`src/rtl/dtc_pkg.sv`:
```
package dtc_pkg;
  // ==========================================================
  // register addresses
  localparam logic [7:0] DTC_ADDR_CTRL = 8'h88;
  localparam logic [7:0] DTC_ADDR_MODE = 8'h89;
  localparam logic [7:0] DTC_ADDR_A_LO = 8'h8a;
  localparam logic [7:0] DTC_ADDR_B_LO = 8'h8b;
  localparam logic [7:0] DTC_ADDR_A_HI = 8'h8c;
  localparam logic [7:0] DTC_ADDR_B_HI = 8'h8d;
  // ==========================================================
  // reset values
  localparam logic [7:0] DTC_RST_CTRL = 8'h00;
  localparam logic [7:0] DTC_RST_MODE = 8'h00;
  localparam logic [7:0] DTC_RST_DATA = 8'h00;
  // ==========================================================
  // timer_control_flags bit positions
  localparam int DTC_TF_B = 7;
  localparam int DTC_TR_B = 6;
  localparam int DTC_TF_A = 5;
  localparam int DTC_TR_A = 4;
  localparam int DTC_IE_B = 3;
  localparam int DTC_IT_B = 2;
  localparam int DTC_IE_A = 1;
  localparam int DTC_IT_A = 0;
  // ==========================================================
  // timer_mode_select bit positions
  localparam int DTC_GATE_B = 7;
  localparam int DTC_CT_B = 6;
  localparam int DTC_MODE_B_LSB = 4;
  localparam int DTC_GATE_A = 3;
  localparam int DTC_CT_A = 2;
  localparam int DTC_MODE_A_LSB = 0;
  // ==========================================================
  // timing
  localparam int DTC_TIMER_DIV_CYCLES = 2;
  localparam int DTC_PRESCALE_BITS = 5;
  // ==========================================================
  // operating modes
  typedef enum logic [1:0] {
    DTC_MODE_PRESCALE = 2'b00,
    DTC_MODE_WIDE = 2'b01,
    DTC_MODE_RELOAD = 2'b10,
    DTC_MODE_SPLIT = 2'b11
  } dtc_mode_e;
endpackage

```
`src/rtl/dtc_timer.sv`:
```
`timescale 1ns/10ps
module dtc_timer (
  input wire logic ref_clk,
  input wire logic rstn,
  input wire logic [7:0] sfr_addr,
  input wire logic sfr_wr,
  input wire logic sfr_rd,
  input wire logic [7:0] sfr_wdata,
  output logic [7:0] sfr_rdata,
  input wire logic timer_a_irq_ack,
  input wire logic timer_b_irq_ack,
  input wire logic ext_irq_a_ack,
  input wire logic ext_irq_b_ack,
  input wire logic ext_irq_a_pin,
  input wire logic ext_irq_b_pin,
  input wire logic timer_a_count_pin,
  input wire logic timer_b_count_pin,
  input wire logic rfc_prescaled_clk,
  input wire logic timer_a_count_source_select,
  output logic timer_a_irq,
  output logic timer_b_irq,
  output logic ext_irq_a_irq,
  output logic ext_irq_b_irq
);
  // ==========================================================
  // one step of a counter: {overflow, high, low}
  function automatic logic [16:0] dtc_step(input dtc_pkg::dtc_mode_e mode, input logic [7:0] lo,
                                           input logic [7:0] hi, input logic tick);
    logic [8:0] s;
    logic [16:0] r;
    s = 9'h000;
    r = {1'b0, hi, lo};
    if (tick) begin
      case (mode)
        dtc_pkg::DTC_MODE_PRESCALE: begin
          if (lo[dtc_pkg::DTC_PRESCALE_BITS-1:0] == 5'h1f) begin
            s = {1'b0, hi} + 9'h001;
            r = {s[8], s[7:0], lo[7:5], 5'h00};
          end else begin
            r = {1'b0, hi, lo[7:5], lo[4:0] + 5'h01};
          end
        end
        dtc_pkg::DTC_MODE_WIDE: begin
          r = {1'b0, hi, lo} + 17'h00001;
        end
        dtc_pkg::DTC_MODE_RELOAD: begin
          s = {1'b0, lo} + 9'h001;
          r = s[8] ? {1'b1, hi, hi} : {1'b0, hi, s[7:0]};
        end
        default: begin
          s = {1'b0, lo} + 9'h001;
          r = {s[8], hi, s[7:0]};
        end
      endcase
    end
    return r;
  endfunction

  logic [7:0] ctrl;
  logic [7:0] timer_mode_select;
  logic [7:0] a_lo;
  logic [7:0] a_hi;
  logic [7:0] b_lo;
  logic [7:0] b_hi;
  logic [7:0] next_ctrl;

  // ==========================================================
  // pin synchronisers and falling-edge detect
  logic [4:0] pin_in;
  logic [4:0] sync1;
  logic [4:0] sync2;
  logic [4:0] prev;
  logic [4:0] fall;
  assign pin_in = {rfc_prescaled_clk, timer_b_count_pin, timer_a_count_pin, ext_irq_b_pin, ext_irq_a_pin};

  genvar gi;
  generate
    for (gi = 0; gi < 5; gi++) begin : g_sync
      always_ff @(posedge ref_clk or negedge rstn) begin
        if (!rstn) begin
          sync1[gi] <= 1'b1;
          sync2[gi] <= 1'b1;
          prev[gi] <= 1'b1;
        end else begin
          sync1[gi] <= pin_in[gi];
          sync2[gi] <= sync1[gi];
          prev[gi] <= sync2[gi];
        end
      end
      assign fall[gi] = prev[gi] & ~sync2[gi];
    end
  endgenerate

  logic irq_a_s;
  logic irq_b_s;
  assign irq_a_s = sync2[0];
  assign irq_b_s = sync2[1];

  // ==========================================================
  // system tick every two clocks
  logic sys_tick;
  always_ff @(posedge ref_clk or negedge rstn) begin
    if (!rstn) begin
      sys_tick <= 1'b0;
    end else begin
      sys_tick <= ~sys_tick;
    end
  end

  // ==========================================================
  // write strobes
  logic wr_ctrl;
  logic wr_mode;
  logic wr_a_lo;
  logic wr_a_hi;
  logic wr_b_lo;
  logic wr_b_hi;
  assign wr_ctrl = sfr_wr && (sfr_addr == dtc_pkg::DTC_ADDR_CTRL);
  assign wr_mode = sfr_wr && (sfr_addr == dtc_pkg::DTC_ADDR_MODE);
  assign wr_a_lo = sfr_wr && (sfr_addr == dtc_pkg::DTC_ADDR_A_LO);
  assign wr_a_hi = sfr_wr && (sfr_addr == dtc_pkg::DTC_ADDR_A_HI);
  assign wr_b_lo = sfr_wr && (sfr_addr == dtc_pkg::DTC_ADDR_B_LO);
  assign wr_b_hi = sfr_wr && (sfr_addr == dtc_pkg::DTC_ADDR_B_HI);

  // ==========================================================
  // count enables
  dtc_pkg::dtc_mode_e mode_a;
  dtc_pkg::dtc_mode_e mode_b;
  assign mode_a = dtc_pkg::dtc_mode_e'(timer_mode_select[dtc_pkg::DTC_MODE_A_LSB +: 2]);
  assign mode_b = dtc_pkg::dtc_mode_e'(timer_mode_select[dtc_pkg::DTC_MODE_B_LSB +: 2]);

  logic run_a;
  logic run_b;
  logic en_a;
  logic en_b;
  logic src_a;
  logic tick_a;
  logic tick_b;
  logic tick_ah;
  assign run_a = ctrl[dtc_pkg::DTC_TR_A];
  assign run_b = ctrl[dtc_pkg::DTC_TR_B];
  assign en_a = run_a && (!timer_mode_select[dtc_pkg::DTC_GATE_A] || irq_a_s);
  assign en_b = run_b && (!timer_mode_select[dtc_pkg::DTC_GATE_B] || irq_b_s);
  assign src_a = timer_a_count_source_select ? fall[4] : fall[2];
  assign tick_a = en_a && (timer_mode_select[dtc_pkg::DTC_CT_A] ? src_a : sys_tick);
  assign tick_b = en_b && (mode_b != dtc_pkg::DTC_MODE_SPLIT)
                  && (timer_mode_select[dtc_pkg::DTC_CT_B] ? fall[3] : sys_tick);
  assign tick_ah = run_b && sys_tick && (mode_a == dtc_pkg::DTC_MODE_SPLIT);

  logic [16:0] step_a;
  logic [16:0] step_b;
  logic [8:0] step_ah;
  logic ovf_a;
  logic ovf_b;
  assign step_a = dtc_step(mode_a, a_lo, a_hi, tick_a);
  assign step_b = dtc_step(mode_b, b_lo, b_hi, tick_b);
  assign step_ah = {1'b0, a_hi} + {8'h00, tick_ah};
  assign ovf_a = step_a[16];
  assign ovf_b = (mode_a == dtc_pkg::DTC_MODE_SPLIT) ? step_ah[8] : step_b[16];

  logic set_ea;
  logic set_eb;
  assign set_ea = ctrl[dtc_pkg::DTC_IT_A] ? fall[0] : ~irq_a_s;
  assign set_eb = ctrl[dtc_pkg::DTC_IT_B] ? fall[1] : ~irq_b_s;

  // ==========================================================
  // control and flags, hardware set wins
  always_comb begin
    next_ctrl = wr_ctrl ? sfr_wdata : ctrl;
    if (timer_b_irq_ack) next_ctrl[dtc_pkg::DTC_TF_B] = 1'b0;
    if (timer_a_irq_ack) next_ctrl[dtc_pkg::DTC_TF_A] = 1'b0;
    if (ext_irq_b_ack) next_ctrl[dtc_pkg::DTC_IE_B] = 1'b0;
    if (ext_irq_a_ack) next_ctrl[dtc_pkg::DTC_IE_A] = 1'b0;
    if (ovf_b) next_ctrl[dtc_pkg::DTC_TF_B] = 1'b1;
    if (ovf_a) next_ctrl[dtc_pkg::DTC_TF_A] = 1'b1;
    if (set_eb) next_ctrl[dtc_pkg::DTC_IE_B] = 1'b1;
    if (set_ea) next_ctrl[dtc_pkg::DTC_IE_A] = 1'b1;
  end

  always_ff @(posedge ref_clk or negedge rstn) begin
    if (!rstn) begin
      ctrl <= dtc_pkg::DTC_RST_CTRL;
    end else begin
      ctrl <= next_ctrl;
    end
  end

  always_ff @(posedge ref_clk or negedge rstn) begin
    if (!rstn) begin
      timer_mode_select <= dtc_pkg::DTC_RST_MODE;
    end else if (wr_mode) begin
      timer_mode_select <= sfr_wdata;
    end
  end

  // ==========================================================
  // data bytes, software write wins over counting
  always_ff @(posedge ref_clk or negedge rstn) begin
    if (!rstn) begin
      a_lo <= dtc_pkg::DTC_RST_DATA;
      a_hi <= dtc_pkg::DTC_RST_DATA;
    end else begin
      a_lo <= wr_a_lo ? sfr_wdata : step_a[7:0];
      if (wr_a_hi) begin
        a_hi <= sfr_wdata;
      end else if (mode_a == dtc_pkg::DTC_MODE_SPLIT) begin
        a_hi <= step_ah[7:0];
      end else begin
        a_hi <= step_a[15:8];
      end
    end
  end

  always_ff @(posedge ref_clk or negedge rstn) begin
    if (!rstn) begin
      b_lo <= dtc_pkg::DTC_RST_DATA;
      b_hi <= dtc_pkg::DTC_RST_DATA;
    end else begin
      b_lo <= wr_b_lo ? sfr_wdata : step_b[7:0];
      b_hi <= wr_b_hi ? sfr_wdata : step_b[15:8];
    end
  end

  // ==========================================================
  // read port, one cycle latency
  always_ff @(posedge ref_clk or negedge rstn) begin
    if (!rstn) begin
      sfr_rdata <= 8'h00;
    end else if (sfr_rd) begin
      if (sfr_addr == dtc_pkg::DTC_ADDR_CTRL) begin
        sfr_rdata <= ctrl;
      end else if (sfr_addr == dtc_pkg::DTC_ADDR_MODE) begin
        sfr_rdata <= timer_mode_select;
      end else if (sfr_addr == dtc_pkg::DTC_ADDR_A_LO) begin
        sfr_rdata <= a_lo;
      end else if (sfr_addr == dtc_pkg::DTC_ADDR_B_LO) begin
        sfr_rdata <= b_lo;
      end else if (sfr_addr == dtc_pkg::DTC_ADDR_A_HI) begin
        sfr_rdata <= a_hi;
      end else if (sfr_addr == dtc_pkg::DTC_ADDR_B_HI) begin
        sfr_rdata <= b_hi;
      end else begin
        sfr_rdata <= 8'h00;
      end
    end
  end

  assign timer_a_irq = ctrl[dtc_pkg::DTC_TF_A];
  assign timer_b_irq = ctrl[dtc_pkg::DTC_TF_B];
  assign ext_irq_a_irq = ctrl[dtc_pkg::DTC_IE_A];
  assign ext_irq_b_irq = ctrl[dtc_pkg::DTC_IE_B];

  // ==========================================================
  // assertions
  a_ovf_b_flag: assert property (@(posedge ref_clk) disable iff (!rstn)
    ovf_b |=> timer_b_irq) else $error("timer b overflow did not set flag");
  a_ovf_a_flag: assert property (@(posedge ref_clk) disable iff (!rstn)
    ovf_a |=> timer_a_irq) else $error("timer a overflow did not set flag");
  a_ack_a_clear: assert property (@(posedge ref_clk) disable iff (!rstn)
    timer_a_irq_ack && !ovf_a && !wr_ctrl |=> !timer_a_irq) else $error("ack did not clear flag");
  a_stopped_hold: assert property (@(posedge ref_clk) disable iff (!rstn)
    !run_a && !wr_a_lo |=> $stable(a_lo)) else $error("stopped timer a changed");
  a_gate_block: assert property (@(posedge ref_clk) disable iff (!rstn)
    timer_mode_select[dtc_pkg::DTC_GATE_A] && !irq_a_s |-> !tick_a) else $error("gated timer counted");
  a_ext_b_edge: assert property (@(posedge ref_clk) disable iff (!rstn)
    ctrl[dtc_pkg::DTC_IT_B] && fall[1] |=> ext_irq_b_irq) else $error("edge did not set ext b");
  a_ext_a_level: assert property (@(posedge ref_clk) disable iff (!rstn)
    !ctrl[dtc_pkg::DTC_IT_A] && !irq_a_s |=> ext_irq_a_irq) else $error("low level did not set ext a");
  a_sys_tick_rate: assert property (@(posedge ref_clk) disable iff (!rstn)
    (mode_a == dtc_pkg::DTC_MODE_WIDE && !timer_mode_select[dtc_pkg::DTC_CT_A] && en_a && !wr_a_lo && !wr_a_hi && !wr_mode
    && !wr_ctrl) ##1 (en_a && !wr_a_lo && !wr_a_hi && !wr_ctrl)
    |=> a_lo == $past(a_lo, 2) + 8'h01) else $error("timer a not one count per 2 clocks");
  a_reload_high: assert property (@(posedge ref_clk) disable iff (!rstn)
    mode_a == dtc_pkg::DTC_MODE_RELOAD && tick_a && a_lo == 8'hff && !wr_a_lo && !wr_a_hi
    |=> a_lo == $past(a_hi) && $stable(a_hi)) else $error("reload failed");
  a_wide_wrap: assert property (@(posedge ref_clk) disable iff (!rstn)
    mode_a == dtc_pkg::DTC_MODE_WIDE && tick_a && {a_hi, a_lo} == 16'hffff && !wr_a_lo && !wr_a_hi
    |-> ovf_a ##1 (a_lo == 8'h00 && a_hi == 8'h00)) else $error("16-bit wrap failed");
  a_b_split_stop: assert property (@(posedge ref_clk) disable iff (!rstn)
    mode_b == dtc_pkg::DTC_MODE_SPLIT && !wr_b_lo && !wr_b_hi |=> $stable(b_lo) && $stable(b_hi))
    else $error("timer b counted in mode 11");
  a_split_high: assert property (@(posedge ref_clk) disable iff (!rstn)
    mode_a == dtc_pkg::DTC_MODE_SPLIT && tick_ah && a_hi == 8'hff && !wr_a_hi
    |=> timer_b_irq && a_hi == 8'h00) else $error("split high byte overflow failed");
  a_edge_once: assert property (@(posedge ref_clk) disable iff (!rstn)
    mode_a == dtc_pkg::DTC_MODE_WIDE && timer_mode_select[dtc_pkg::DTC_CT_A] && !timer_a_count_source_select && en_a
    && !wr_a_lo && !wr_a_hi |=> a_lo == $past(a_lo) + {7'h00, $past(fall[2])})
    else $error("count pin edge not counted once");
endmodule

```
`config.mk`:
```
export PLATFORM = sky130hd
export DESIGN_NAME = dtc_timer
export DESIGN_NICKNAME = d
export VERILOG_FILES = /design/src/rtl/dtc_pkg.sv /design/src/rtl/dtc_timer.sv
export SDC_FILE = /design/constraint.sdc
export NUM_CORES = 1
export LEC_CHECK = 0
export BUFFER_PORTS_ARGS = -buffer_cell sky130_fd_sc_hd__buf_2
export CORE_UTILIZATION = 53
export CTS_BUF_LIST = sky130_fd_sc_hd__clkbuf_8
export DETAILED_ROUTE_END_ITERATION = 10
export PLACE_DENSITY = 0.72
export SYNTH_ARGS = -nofsm -noshare
export SYNTH_HDL_FRONTEND = slang
export SYNTH_SLANG_ARGS = --single-unit
```
`constraint.sdc`:
```
create_clock -name ref_clk -period 2.96 [get_ports ref_clk]
set_clock_uncertainty 0.2 [all_clocks]
set_input_delay 0.592 -clock ref_clk [delete_from_list [all_inputs] [get_ports ref_clk]]
set_output_delay 0.592 -clock ref_clk [all_outputs]
set_load 0.02 [all_outputs]
```
# == Yosys cells after proc, flatten, opt, wreduce, memory -nomap -nowiden ==
# Index checks and enable logic that the tools add are counted.
# totals
regBits,72
inputBits,30
wordCells,136
output_inout_bits,12
# op_classes
bitwise_logic,11
mux,34
reduce_logical,33
addsub,9
n_eq_ne,20
# op_table
op,count
$mux 17,6
$pmux 17 s3,2
$mux 8,12
$eq 8x8->1 const B,6
$add 8x1->9 const B,4
$add 16x1->17 const B,2
$reduce_bool 3->1,6
$mux 1,14
$logic_and 1x1->1,13
$add 5x1->5 const B,2
$eq 5x5->1 const B,2
$add 8x1->9,1
$ne 2x2->1 const B,4
$reduce_and 4->1,2
$eq 2x2->1 const B,3
$ne 3x3->1 const B,2
$not 1->1,6
$reduce_bool 2->1,3
$and 1x1->1,5
$eq 2x1->1 const B,2
$logic_not 2->1,2
$ne 4x4->1 const B,1
$reduce_and 2->1,2
$reduce_bool 4->1,1
2 further kinds,4

# == Longest topological paths before layout ==
# logic_depth
depth_word,8
depth_mapped,11
depth_no_buf,10

# == Worst setup path after synthesis ==
# No wires, ideal clock.
# synth_timing
path_kind,register to register
start,register timer_mode_select[1]
end,register a_hi[6]
arrival_ns,1.968
path_stages_with_launch,12
period_less_slack_ns,2.296
path_buffers,1
setup_time_ns,0.127
required_time_ns,2.633
slack_ns,0.664
path_cell_list,dfrtp_1 and2_0 clkbuf_1 and3_1 ha_1 ha_1 nand3_1 nor2_1 xor2_1 o32a_1 a31oi_1 o21ai_0
# synth_between
elab_chain_len,5
elab_cells_between_ends,15
cone_classes,add/sub: 1; eq/ne: 5; mux: 4; reduce/logical: 5
# synth_lines
element,line_no,source
start: declaration,dtc_timer.sv:60,logic [7:0] timer_mode_select;
start signal: assignment,dtc_timer.sv:190,timer_mode_select <= dtc_pkg::DTC_RST_MODE;
start signal: assignment,dtc_timer.sv:192,timer_mode_select <= sfr_wdata;
"$eq 2x2->1, or another cell as far along","dtc_timer.sv:148, dtc_timer.sv:206",
$logic_and 1x1->1 / $pmux 17 s3 (equally long branches),"dtc_timer.sv:148, dtc_timer.sv:34",
$add 8x1->9 / $mux 17 (equally long branches),"dtc_timer.sv:157, dtc_timer.sv:33",
$mux 8,dtc_timer.sv:206,end else if (mode_a == dtc_pkg::DTC_MODE_SPLIT) begin
$mux 8,dtc_timer.sv:204,if (wr_a_hi) begin
end signal: assignment,dtc_timer.sv:205,a_hi <= sfr_wdata;
end signal: assignment,dtc_timer.sv:207,a_hi <= step_ah[7:0];
end signal: assignment,dtc_timer.sv:209,a_hi <= step_a[15:8];
end: declaration,dtc_timer.sv:62,logic [7:0] a_hi;
# Parallel ways exist; a longest one is shown, timed or not. The select of a mux whose other input is x is not followed.
# A chain may end at the register's enable or synchronous reset.

# == Worst setup path after layout ==
# layout_timing
start,register a_lo[0]
end,register a_hi[3]
# layout_between
elab_chain_len,5
elab_cells_between_ends,8
cone_classes,add/sub: 1; eq/ne: 2; mux: 4; reduce/logical: 1
# layout_lines
element,line_no,source
start: declaration,dtc_timer.sv:61,logic [7:0] a_lo;
start signal: assignment,dtc_timer.sv:200,a_lo <= dtc_pkg::DTC_RST_DATA;
start signal: assignment,dtc_timer.sv:203,a_lo <= wr_a_lo ? sfr_wdata : step_a[7:0];
$add 16x1->17,dtc_timer.sv:44,"r = {1'b0, hi, lo} + 17'h00001;"
$pmux 17 s3,dtc_timer.sv:34,case (mode)
$mux 17,dtc_timer.sv:33,if (tick) begin
$mux 8,dtc_timer.sv:206,
$mux 8,dtc_timer.sv:204,
# Parallel ways exist; a longest one is shown, timed or not. The select of a mux whose other input is x is not followed.

==> metrics.md <==
| Metric | Value |
|---|---|
| Via-per-instance ratio | around 6.5 |
| Largest net degree at the start of global routing | between 70 and 80 |
| Synth top area share | 0.302 |
| # Max-Cap Violations | 0 |
| Number of global-route vias before repair | 3839 |
| Crit Path Category | register to register |
| Final setup viols | 0 |
| Max-slew violation count | 0 |
| Area leader, netlist | dfrtp_1 |
| Clock H-tree levels | 3 |
| Post_cts resized | 0 |
| RePlAce Congestion | around 0.98 |
| CTS tree | done |
| Ratio of cells with drive above 1 in the final layout | 0.200 |
| Hold-fix buffers, CTS | 0 |
| Antenna cells | 0 |
| DRC violations left | 0 |
| Crit end category | register |
| Slew @ Worst Pin | 0.942 ns |
| Area growth from synthesis to layout | 9.42% |
| Final period util | 0.831 |
| Root Driver | clkbuf_8 |
| Routed Antenna Nets | 0 |
| Worst EP arrival | 2.55 ns |
| Req. time, crit path | between 3 and 4 ns |
| Die Y | ~96 um |
| Initial antenna violation count | 0 |
| CP Max Fanout | 9 |
| Initial Utilization | 0.545 |
| Slew margin rel. | 0.372 |
| Die area | around 9300 um2 |
| Clock-pin slew on the worst setup and hold paths | approximately 0.09 ns |
| Mapped cell area | 4730 um2 |
| Iteration-0 DRC Markers | slightly above 400 |
| Crit-path max cell delay | roughly 0.48 ns |
| Cells after Synth | between 500 and 600 |
| Setup crit start kind | register |
| Placement Rows | 34 |
| RSZ-0062 raised after global routing | false |
| Post-synthesis sequential area ratio | 0.385 |
| Post-synth EDFFs | 0 |
| Lkg Pwr | 2.14 nW |
| Global Route met2 Usage | 0.450 |
| Post-Syn Area per Cell | between 8 and 9 um2 |
| Yosys reg bits | 72 |
| Met1 Resource Use GR | 0.451 |
| Sum of buffers and inverters on the critical path | 0 |
| Post-route total power | 2.47 mW |
| Met3 usage | 0.0649 |
| IO Port Bufs | 41 |
| Hold crit path type | input port to async pin |
| Warnings from Yosys | 0 |
| Largest cells by area after synthesis | dfrtp_1 (30%), dfstp_2 (8.3%), nand2_1 (5.2%) |
| Vias | roughly 4400 |
| Post-synth top flop | dfrtp_1 |
| GRT overflow | 0 |
| Most Crowded Layer GR | met1 |
| Pwr dens | approximately 480 nW/um2 |
| Crit path max-delay family | simple AND/OR/NAND/NOR gates |
| GRT Total Usage | 0.311 |
| Detailed Route WL | around 14000 um |
| Total setup buffers inserted after CTS | 0 |
| Die Width | between 90 and 100 um |
| Core area | 8680 um2 |
| Crit path time final | about 2.5 ns |
| CTS sink cnt | 72 |
| Syn nets | ~570 |
| Commonest cells post-synth | nand2_1 (66), nor2_1 (59), dfrtp_1 (57) |
| Global-route wire length before repair | approximately 21000 um |
| Pre-antenna DRT Iters | 5 |
| Most frequent cell after synthesis | nand2_1 |
| Layout Nets | ~600 |
| Fmax | between 400 and 500 MHz |
| Synth unique cells | between 70 and 80 |
| WL/cell | slightly above 20 um |
| DPL Wire Length | 10000 um |
| Async set or reset register ratio after synthesis | 1.00 |
| Final hold violation count | 0 |
| Outcome | finished clean |
| CP cell instances | ha_1, and4_1, nand2_1, o311ai_0, a21boi_0, o21ai_1 |
| Fill cell count | between 700 and 800 |
| Clk_lat worst skew | ~0.36 ns |
| Max clock buf depth | 2 |
| Aggregate negative setup slack | 0 ns |
| Peak supply drop | between 300 and 400 uV |
| CP max stage cell | and4_1 |
| CTS buffer count | 9 |
| Num ports | 42 |
## layout by cell type (no fill, tap or decap), types with 4 or more instances in the layout
cell type / n
nand2_1: 66
nor2_1: 59
dfrtp_1: 57
o21ai_0: 41
buf_2: 40
a21oi_1: 26
nand3_1: 22
and3_1: 16
mux2i_1: 15
dfstp_2: 15
a31oi_1: 14
mux2_2: 12
buf_4: 11
xnor2_1: 10
clkbuf_8: 10
inv_1: 9
o22ai_1: 8
nor3_1: 8
ha_1: 8
o211ai_1: 6
nor2b_1: 5
nand2b_1: 5
a211oi_1: 5
a21o_1: 5
nor4_1: 5
o221ai_1: 5
xor2_1: 5
o32ai_1: 5
nand3b_1: 4
o21ai_1: 4
nand4_1: 4
## final cells by class
class	count	area [um2]	share of cell area
multi-input combinational	424	2730	0.528
sequential	72	1820	0.352
timing repair buffer	51	283	0.0546
clock buffer	10	138	0.0266
tap	108	135	0.0261
clock inverter	6	36.3	0.00701
inverter	8	30.0	0.00580
## sequential cells by signal, indices dropped and copies added (netlist names)
signal             count
irq_a_s                1
a_hi                   8
sync1                  5
ctrl                   8
irq_b_s                1
sfr_rdata              8
b_hi                   8
a_lo                   8
prev                   5
b_lo                   8
sync2                  3
sys_tick               1
timer_mode_select      8
## metal layers
metal  share of wire  routed length, um
met1            0.45               6120
met2            0.43               5950
met3           0.092               1270
met4           0.028                391
met5               0                  0
## cells by family after synthesis
group,count (synthesis),synth area share
AND/OR/NAND/NOR,219,0.237
AO/OA/AOI/OAI,153,0.222
flip-flops,72,0.385
buffers and inverters,40,0.0373
multiplexers,29,0.0698
XOR/XNOR,15,0.0278
adder cells (fa/ha/maj),8,0.0212
## per-stage QoR
step,instances,hold WS (ns),area [um2],util,setup slack (ns)
after global routing,679,0.115,5180,0.596,0.308
final,679,0.133,5180,0.596,0.500
after CTS,679,0.125,5180,0.596,0.542
after floorplan,536,0.0964,4730,-,0.664
after detailed placement,663,0.148,5000,0.576,0.424
after global placement,663,0.145,5000,0.576,0.506
## path summary, 6_finish.rpt
| path | startpoint | endpoint | slack, ns | cells past startpoint |
|---|---|---|---|---|
| max | a_lo[0] | a_hi[3] | 0.50 | 6 |
| min | rstn | b_hi[2] | 0.13 | 1 |
| max reg2reg | a_lo[0] | a_hi[3] | 0.50 | 6 |
| min reg2reg | sync1[0] | irq_a_s | 0.15 | 0 |
| max in group asynchronous | rstn | a_lo[7] | 1.77 | 1 |
| min in group ref_clk | timer_b_count_pin | sync1[3] | 0.14 | 1 |
## where the power goes
part	total, mW	switching, mW	internal [mW]
combinational	0.495	0.288	0.206
clock	0.716	0.392	0.324
sequential	1.25	0.169	1.09
(Power assumes the default switching activity.)
